$ cat config.mk
export PLATFORM = sky130hd
export DESIGN_NAME = pe_port
export DESIGN_NICKNAME = d
export VERILOG_FILES = /design/src/verilog/pe_pkg.sv /design/src/verilog/pe_reg_if.sv /design/src/verilog/pe_axil_slave.sv /design/src/verilog/pe_port.sv
export VERILOG_INCLUDE_DIRS = /design/src /design/src/verilog
export SDC_FILE = /design/constraint.sdc
export NUM_CORES = 1
export LEC_CHECK = 0
export BUFFER_PORTS_ARGS = -buffer_cell sky130_fd_sc_hd__buf_4
export CAP_MARGIN = 5
export CORE_ASPECT_RATIO = 1.5
export CORE_MARGIN = 3
export CORE_UTILIZATION = 49
export CTS_BUF_LIST = sky130_fd_sc_hd__clkbuf_16
export DETAILED_ROUTE_END_ITERATION = 10
export PLACE_DENSITY = 0.88
export SLEW_MARGIN = 20
export SYNTH_ARGS = -nofsm -noshare
export SYNTH_HDL_FRONTEND = slang
export SYNTH_SLANG_ARGS = --single-unit
$ cat constraint.sdc
create_clock -name clk -period 4 [get_ports clk]
set_input_delay 0.4 -clock clk [delete_from_list [all_inputs] [get_ports clk]]
set_output_delay 0.4 -clock clk [all_outputs]
set_load 0.01 [all_outputs]
$ cat src/verilog/pe_defs.svh
`ifndef PE_DEFS_SVH
`define PE_DEFS_SVH

// Register indices; byte address is four times the index
`define PE_IDX_W        10
`define PE_ADDR_W       12
`define PE_IDX_DATA     10'h009
`define PE_IDX_DIR      10'h089
`define PE_IDX_ANSEL    10'h0A0
`define PE_IDX_PSPBUF   10'h0A1

// Direction and slave-port control field positions
`define PE_BIT_IN_FULL   7
`define PE_BIT_OUT_FULL  6
`define PE_BIT_IN_OVF    5
`define PE_BIT_SLAVE_SEL 4

// Reset values
`define PE_DIR_RST      3'h7
`define PE_ANSEL_RST    3'h7
`define PE_LATCH_RST    3'h0
`define PE_WORD_RST     8'h00

// AXI responses
`define PE_RESP_OKAY    2'h0
`define PE_RESP_SLVERR  2'h2

`endif

$ cat src/verilog/pe_pkg.sv
package pe_pkg;
    typedef logic [2:0] pe_pins_t;
    typedef logic [7:0] pe_byte_t;
endpackage

$ cat src/verilog/pe_reg_if.sv
`timescale 1ns/100ps
`include "pe_defs.svh"

interface pe_reg_if;
    import pe_pkg::*;
    logic                  wrEn;
    logic [`PE_IDX_W-1:0]  wrIdx;
    pe_byte_t              wrData;
    logic                  wrStrb;
    logic                  wrErr;
    logic                  rdEn;
    logic [`PE_IDX_W-1:0]  rdIdx;
    pe_byte_t              rdData;
    logic                  rdErr;

    modport bus  (output wrEn, wrIdx, wrData, wrStrb, rdEn, rdIdx,
                  input  wrErr, rdData, rdErr);
    modport regs (input  wrEn, wrIdx, wrData, wrStrb, rdEn, rdIdx,
                  output wrErr, rdData, rdErr);
endinterface

$ cat src/verilog/pe_axil_slave.sv
`timescale 1ns/100ps
`include "pe_defs.svh"

module pe_axil_slave
    import pe_pkg::*;
(
    // Clock and reset
    input  wire logic                  clk,
    input  wire logic                  srst,
    // AXI4-Lite write
    input  wire logic                  s_axi_awvalid,
    output      logic                  s_axi_awready,
    input  wire logic [`PE_ADDR_W-1:0] s_axi_awaddr,
    input  wire logic                  s_axi_wvalid,
    output      logic                  s_axi_wready,
    input  wire logic [31:0]           s_axi_wdata,
    input  wire logic [3:0]            s_axi_wstrb,
    output      logic                  s_axi_bvalid,
    input  wire logic                  s_axi_bready,
    output      logic [1:0]            s_axi_bresp,
    // AXI4-Lite read
    input  wire logic                  s_axi_arvalid,
    output      logic                  s_axi_arready,
    input  wire logic [`PE_ADDR_W-1:0] s_axi_araddr,
    output      logic                  s_axi_rvalid,
    input  wire logic                  s_axi_rready,
    output      logic [31:0]           s_axi_rdata,
    output      logic [1:0]            s_axi_rresp,
    // Register side
    pe_reg_if.bus                      rb
);
    logic                  awHeld_ff;
    logic [`PE_IDX_W-1:0]  awIdx_ff;
    logic                  wHeld_ff;
    pe_byte_t              wData_ff;
    logic                  wStrb_ff;
    logic                  bvalid_ff;
    logic [1:0]            bresp_ff;
    logic                  rvalid_ff;
    pe_byte_t              rdata_ff;
    logic [1:0]            rresp_ff;

    wire awTake = s_axi_awvalid && s_axi_awready;
    wire wTake  = s_axi_wvalid && s_axi_wready;
    wire arTake = s_axi_arvalid && s_axi_arready;
    wire doWr   = awHeld_ff && wHeld_ff && !bvalid_ff;

    assign s_axi_awready = !awHeld_ff && !bvalid_ff;
    assign s_axi_wready  = !wHeld_ff && !bvalid_ff;
    assign s_axi_arready = !rvalid_ff;
    assign s_axi_bvalid  = bvalid_ff;
    assign s_axi_bresp   = bresp_ff;
    assign s_axi_rvalid  = rvalid_ff;
    assign s_axi_rdata   = {24'h000000, rdata_ff};
    assign s_axi_rresp   = rresp_ff;

    // Side effects of a read fire once, on the address handshake
    assign rb.wrEn   = doWr;
    assign rb.wrIdx  = awIdx_ff;
    assign rb.wrData = wData_ff;
    assign rb.wrStrb = wStrb_ff;
    assign rb.rdEn   = arTake;
    assign rb.rdIdx  = s_axi_araddr[`PE_ADDR_W-1:2];

    always_ff @(posedge clk) begin
        if (srst) begin
            awHeld_ff <= 1'b0;
            wHeld_ff  <= 1'b0;
            bvalid_ff <= 1'b0;
        end else begin
            awHeld_ff <= doWr ? 1'b0 : (awHeld_ff | awTake);
            wHeld_ff  <= doWr ? 1'b0 : (wHeld_ff | wTake);
            bvalid_ff <= doWr | (bvalid_ff & ~s_axi_bready);
        end
    end

    always_ff @(posedge clk) begin
        if (awTake) awIdx_ff <= s_axi_awaddr[`PE_ADDR_W-1:2];
        if (wTake) begin
            wData_ff <= s_axi_wdata[7:0];
            wStrb_ff <= s_axi_wstrb[0];
        end
        if (doWr) bresp_ff <= rb.wrErr ? `PE_RESP_SLVERR : `PE_RESP_OKAY;
    end

    always_ff @(posedge clk) begin
        if (srst) begin
            rvalid_ff <= 1'b0;
            rdata_ff  <= `PE_WORD_RST;
            rresp_ff  <= `PE_RESP_OKAY;
        end else if (arTake) begin
            rvalid_ff <= 1'b1;
            rdata_ff  <= rb.rdData;
            rresp_ff  <= rb.rdErr ? `PE_RESP_SLVERR : `PE_RESP_OKAY;
        end else if (s_axi_rready) begin
            rvalid_ff <= 1'b0;
        end
    end
endmodule

$ cat src/verilog/pe_port.sv
`timescale 1ns/100ps
`include "pe_defs.svh"

// What this block does
// - Three pins, each independently input or output
// - Bit 4 selects slave strobes, resets 0
// - Analog-selected pins read back as zero
// - Direction bits govern even analog pins, except in slave mode
// - All pins analog after reset
// - Bit 7 input full, read-only, resets 0
// - Bit 6 output full until word read
// - Bit 5 overflow, set by hardware or by writing 1
// - Bits 2:0 direction, 1 input, reset 1
module pe_port
    import pe_pkg::*;
(
    // Clock and reset
    input  wire logic                  clk,
    input  wire logic                  srst,
    // AXI4-Lite write
    input  wire logic                  s_axi_awvalid,
    output      logic                  s_axi_awready,
    input  wire logic [`PE_ADDR_W-1:0] s_axi_awaddr,
    input  wire logic                  s_axi_wvalid,
    output      logic                  s_axi_wready,
    input  wire logic [31:0]           s_axi_wdata,
    input  wire logic [3:0]            s_axi_wstrb,
    output      logic                  s_axi_bvalid,
    input  wire logic                  s_axi_bready,
    output      logic [1:0]            s_axi_bresp,
    // AXI4-Lite read
    input  wire logic                  s_axi_arvalid,
    output      logic                  s_axi_arready,
    input  wire logic [`PE_ADDR_W-1:0] s_axi_araddr,
    output      logic                  s_axi_rvalid,
    input  wire logic                  s_axi_rready,
    output      logic [31:0]           s_axi_rdata,
    output      logic [1:0]            s_axi_rresp,
    // Port pins: 0 read strobe, 1 write strobe, 2 chip select
    input  wire pe_pins_t              pinIn,
    output      pe_pins_t              pinOut,
    output      pe_pins_t              pinOe,
    // Slave-port data bus
    input  wire pe_byte_t              pspDataIn,
    output      pe_byte_t              pspDataOut,
    output      logic                  pspDataOe
);
    pe_reg_if rb ();

    pe_axil_slave u_bus (
        .clk           (clk),
        .srst          (srst),
        .s_axi_awvalid (s_axi_awvalid),
        .s_axi_awready (s_axi_awready),
        .s_axi_awaddr  (s_axi_awaddr),
        .s_axi_wvalid  (s_axi_wvalid),
        .s_axi_wready  (s_axi_wready),
        .s_axi_wdata   (s_axi_wdata),
        .s_axi_wstrb   (s_axi_wstrb),
        .s_axi_bvalid  (s_axi_bvalid),
        .s_axi_bready  (s_axi_bready),
        .s_axi_bresp   (s_axi_bresp),
        .s_axi_arvalid (s_axi_arvalid),
        .s_axi_arready (s_axi_arready),
        .s_axi_araddr  (s_axi_araddr),
        .s_axi_rvalid  (s_axi_rvalid),
        .s_axi_rready  (s_axi_rready),
        .s_axi_rdata   (s_axi_rdata),
        .s_axi_rresp   (s_axi_rresp),
        .rb            (rb)
    );

    pe_pins_t  dir_ff;
    pe_pins_t  latch_ff;
    pe_pins_t  ansel_ff;
    logic      parallel_slave_select_ff;
    logic      inFull_ff;
    logic      outFull_ff;
    logic      inOvf_ff;
    logic      wrAct_ff;
    logic      rdAct_ff;
    pe_byte_t  inWord_ff;
    pe_byte_t  outWord_ff;
    pe_pins_t  nxt_dir;
    logic      nxt_parallel_slave_select;
    logic      nxt_inFull;
    logic      nxt_outFull;
    logic      nxt_inOvf;

    // Write decode; only the low byte lane carries data
    wire wrOk      = rb.wrEn && rb.wrStrb;
    wire wrData    = wrOk && rb.wrIdx == `PE_IDX_DATA;
    wire wrDir     = wrOk && rb.wrIdx == `PE_IDX_DIR;
    wire wrAnsel   = wrOk && rb.wrIdx == `PE_IDX_ANSEL;
    wire wrPspBuf  = wrOk && rb.wrIdx == `PE_IDX_PSPBUF;
    wire rdPspBuf  = rb.rdEn && rb.rdIdx == `PE_IDX_PSPBUF;
    wire wrHit     = rb.wrIdx == `PE_IDX_DATA || rb.wrIdx == `PE_IDX_DIR ||
                     rb.wrIdx == `PE_IDX_ANSEL || rb.wrIdx == `PE_IDX_PSPBUF;
    wire rdHit     = rb.rdIdx == `PE_IDX_DATA || rb.rdIdx == `PE_IDX_DIR ||
                     rb.rdIdx == `PE_IDX_ANSEL || rb.rdIdx == `PE_IDX_PSPBUF;

    // Strobes are active low; pins are assumed digital inputs here
    wire extWr     = parallel_slave_select_ff && !pinIn[2] && !pinIn[1];
    wire extRd     = parallel_slave_select_ff && !pinIn[2] && !pinIn[0];
    wire extWrEnd  = wrAct_ff && !extWr;
    wire extRdEnd  = rdAct_ff && !extRd;

    // Analog pins read zero whatever their level
    wire pe_pins_t digIn   = pinIn & ~ansel_ff;
    wire pe_byte_t dirRead = {inFull_ff, outFull_ff, inOvf_ff, parallel_slave_select_ff,
                              1'b0, dir_ff};

    assign rb.wrErr = !wrHit;
    assign rb.rdErr = !rdHit;
    assign rb.rdData = (rb.rdIdx == `PE_IDX_DATA)   ? {5'h00, digIn} :
                       (rb.rdIdx == `PE_IDX_DIR)    ? dirRead :
                       (rb.rdIdx == `PE_IDX_ANSEL)  ? {5'h00, ansel_ff} :
                       (rb.rdIdx == `PE_IDX_PSPBUF) ? inWord_ff : `PE_WORD_RST;

    // Direction stays in force in every mode but slave mode, analog included
    assign pinOut     = latch_ff;
    assign pinOe      = ~dir_ff & {3{~parallel_slave_select_ff}};
    assign pspDataOut = outWord_ff;
    assign pspDataOe  = extRd;

    // Hardware sets win over software clears in the same cycle
    assign nxt_dir     = wrDir ? rb.wrData[2:0] : dir_ff;
    assign nxt_parallel_slave_select = wrDir ? rb.wrData[`PE_BIT_SLAVE_SEL] : parallel_slave_select_ff;
    assign nxt_inFull  = extWrEnd ? 1'b1 : (rdPspBuf ? 1'b0 : inFull_ff);
    assign nxt_outFull = wrPspBuf ? 1'b1 : (extRdEnd ? 1'b0 : outFull_ff);
    assign nxt_inOvf   = (extWrEnd && inFull_ff) ? 1'b1 :
                         (wrDir ? rb.wrData[`PE_BIT_IN_OVF] : inOvf_ff);

    always_ff @(posedge clk) begin
        if (srst) begin
            dir_ff     <= `PE_DIR_RST;
            ansel_ff   <= `PE_ANSEL_RST;
            latch_ff   <= `PE_LATCH_RST;
            parallel_slave_select_ff <= 1'b0;
            inFull_ff  <= 1'b0;
            outFull_ff <= 1'b0;
            inOvf_ff   <= 1'b0;
            wrAct_ff   <= 1'b0;
            rdAct_ff   <= 1'b0;
        end else begin
            dir_ff     <= nxt_dir;
            parallel_slave_select_ff <= nxt_parallel_slave_select;
            inFull_ff  <= nxt_inFull;
            outFull_ff <= nxt_outFull;
            inOvf_ff   <= nxt_inOvf;
            wrAct_ff   <= extWr;
            rdAct_ff   <= extRd;
            if (wrAnsel) ansel_ff <= rb.wrData[2:0];
            if (wrData) latch_ff <= rb.wrData[2:0];
        end
    end

    // Input word follows the bus while the write strobe is low
    always_ff @(posedge clk) begin
        if (srst) begin
            inWord_ff  <= `PE_WORD_RST;
            outWord_ff <= `PE_WORD_RST;
        end else begin
            if (extWr) inWord_ff <= pspDataIn;
            if (wrPspBuf) outWord_ff <= rb.wrData;
        end
    end
endmodule

==> implementation parameters <==
Parameter                              Value

Synth
  Number of different library cells in the post-synthesis netlist    42
  Top cell type's share of synthesized area    0.320
  Synth area leader    sky130_fd_sc_hd__dfxtp_1
  Yosys warns    0
  Synthesized cell area    2750 um2
  Number of flops mapped to enable cells by yosys    20
  Most used DFF post-synth    sky130_fd_sc_hd__dfxtp_1
  Top area cells in the synthesized netlist    sky130_fd_sc_hd__dfxtp_1 (32%), sky130_fd_sc_hd__edfxtp_1 (22%), sky130_fd_sc_hd__buf_4 (7.1%)
  Instance count of the mapped netlist    263
  Post-synth ARST share    0
  Average cell area after synthesis    approximately 10 um2
  Flip-flop and latch count after synthesis    64
  Sequential element share of the synthesized area    0.538

Detailed routing
  Via/cell ratio    5.08
  Post-route DRC    0
  Routed wire length    between 5 and 6 mm
  Wirelength per Cell    13.7 um
  Drt pass-1 iters    4
  Starting DRC count in detailed routing    80
  Remaining number of nets flagged by the antenna check after routing    0
  Via count    2,086

Setup path
  Maximum fanout along the worst path    7
  Required time of the critical path    3.60 ns
  Crit Reg-Reg Endpoint    pspDataOut[0]$_SDFFE_PP0P_
  Arrival time at the worst endpoint    1.51 ns
  Startpoint of the worst-slack reg-to-reg timing path    u_bus.rb.wrIdx[2]$_DFFE_PP_
  Setup CP Type    reg -> out
  Worst setup slack for register-to-register paths    2.11 ns
  Critical path launch point type    flip-flop
  Element type at the critical path end    primary output
  R2r worst-path depth    4

Floorplan
  Total die area    6570 um2
  Core region area    5290 um2
  FP Rows    32
  Initial cell density of the core    0.521
  Die outline width    67.2 um
  Chip Height    97.8 um
  I/O pin total    134

Clock tree
  Source-to-sink clock delay at the later pin of the worst-skew pair    about 0.32 ns
  Root buf cell    sky130_fd_sc_hd__clkbuf_16
  Post-CTS Setup Inserts    0
  Worst-case clock buffer depth    2
  TritonCTS Buffers    9
  Number of H-tree branching levels    3
  Post-cts sizing count    0
  Post-CTS clock slew at the launch and capture registers of the worst setup and hold paths    around 0.05 ns
  Clock tree from TritonCTS    done
  TritonCTS sink count    64
  Hold-fix buffer count after cts    0

Finish
  Commonest non-fill, non-tap cells in the layout    sky130_fd_sc_hd__buf_4 (76), sky130_fd_sc_hd__dfxtp_1 (44), sky130_fd_sc_hd__nor2_1 (39), sky130_fd_sc_hd__conb_1 (26), sky130_fd_sc_hd__nand2_1 (24)
  Area overhead of the layout relative to synthesis    29.6%
  Most common library cell in the layout ignoring fill and taps    sky130_fd_sc_hd__buf_4
  Fraction of layout cells with a size suffix above 1    0.315
  Layout Cell Area excl Fill    between 3000 and 4000 um2
  Net count reported at finish    416
  Core utilization of the finished layout    0.675
  Count of inserted antenna diode cells    0
  Final non-filler cell total    411

Place
  Dpl cell area    between 3000 and 4000 um2
  Cell count after placement    395
  RePlAce Congestion    0.786
  Port-buffer cells    76
  Half-perimeter wire length after detailed placement    approximately 4.2 mm

Timing
  Setup TNS after final layout    0 ns
  Min Tclk post-route    1.91 ns
  Number of hold violations in the final report    0
  Period utilization    0.478
  Relative slew margins    0.454
  Clock tree skew after final layout    between 0.004 and 0.005 ns
  Final max-slew violation count    0
  Final setup vio count    0
  Final-layout worst hold slack    ~0.25 ns
  Max Clk Rate    roughly 520 MHz
  Unrepaired setup endpoints after global routing    false
  Slew at the pin closest to its max-slew limit    0.817 ns

Global routing
  Pin count of the biggest net entering global routing    42
  Wire length of the first global-routing pass    9.05 mm
  Congestion Overflow GR    0
  Tot GR Track Use    0.183
  Number of antenna violations at the first check in global routing    0
  Via count of the first global-routing pass    2,045

Min path
  Hold_sp    s_axi_awaddr[4]
  Hold depth    1
  Sink of the worst hold path    u_bus.rb.wrIdx[2]$_DFFE_PP_
  Path type of the worst min-delay path    in -> reg

Flow run
  Total of max-cap violations    0

Status
  Status    completed

Pwr
  Standby leakage power    1.54 nW
  Max IR drop VDD    0.377 mV
  Cell Pwr Density    460 nW/um2
cell type report:
cell class              instances  area (um2)
clock buffers                   9         225
clock inverters                 7        95.1
fillers                       416        1720
inverters                       7        26.3
multi-input cells             180        1090
flip-flops and latches         64        1480
well taps                      68        85.1
repair buffers                 76         571
sequential cells by signal, summed over array words and instances, names as in the netlist, 3 cells and up:
signal and count:
u_bus.rdata_ff 8, u_bus.rb.wrIdx 10, pinOut 3, inWord_ff 8
u_bus.rb.wrData 8, pspDataOut 8, dir_ff 3, ansel_ff 3
worst max-delay path, stage by stage (launching register included):
cell and delay [ns]:
sky130_fd_sc_hd__dfxtp_1 0.48, sky130_fd_sc_hd__or3b_2 0.51, sky130_fd_sc_hd__inv_1 0.07, sky130_fd_sc_hd__buf_4 0.12
logic make-up after synthesis:
| kind of cell | after synthesis | synth area share |
|---|---|---|
| and+or+nand+nor | 98 | 0.189 |
| other | 1 | 0.00136 |
| DFF | 64 | 0.538 |
| muxes | 16 | 0.0595 |
| buffers and inverters | 44 | 0.102 |
| AOI/OAI and AO/OA | 40 | 0.110 |
synthesized netlist by cell type, drive strengths merged, types with 4 or more instances:
cell and number:
a32oi 4, inv 7, nor2 39, a21oi 13
nand2 27, mux2i 13, o21ai 4, dfxtp 44
and3b 6, edfxtp 20, clkbuf 4, buf 33
a211o 7, nand3 5
metrics by stage:
stage,total power [W],setup slack (ns)
after global placement,0.000834,2.17
after detailed placement,0.000837,2.13
final,0.00164,2.09
after global routing,0.00170,1.99
after floorplan,0.000797,2.52
after CTS,0.00166,2.07
worst max-delay path by stage:
stage / startpoint / cells after the start / slack (ns) / end
2_1_floorplan: u_bus.rb.wrIdx[1]$_DFFE_PP_ / 5 / 2.52 / pspDataOut[0]$_SDFFE_PP0P_
3_3_place_gp: u_bus.rb.wrIdx[2]$_DFFE_PP_ / 4 / 2.17 / pspDataOut[3]$_SDFFE_PP0P_
3_5_place_dp: u_bus.rb.wrIdx[2]$_DFFE_PP_ / 4 / 2.13 / pspDataOut[0]$_SDFFE_PP0P_
4_1_cts: parallel_slave_select_ff$_SDFFE_PP0P_ / 3 / 2.07 / pspDataOe
5_1_grt: u_bus.rb.wrIdx[2]$_DFFE_PP_ / 4 / 1.99 / pspDataOut[3]$_SDFFE_PP0P_
6_report: parallel_slave_select_ff$_SDFFE_PP0P_ / 3 / 2.09 / pspDataOe
layer usage:
metal	track usage	wire length, um	vias up
met5	0	0	-
met3	0.0679	502	12
li1	-	-	1016
met1	0.176	1980	960
met4	0.0953	135	0
met2	0.324	3010	98
power breakdown:
group	internal [W]	total (W)	switching, W
Sequential	0.000696	0.000710	0.0000145
Clock	0.000545	0.000819	0.000274
Combinational	0.0000555	0.000114	0.0000586
No activity file was read; power rests on OpenSTA's default activity.
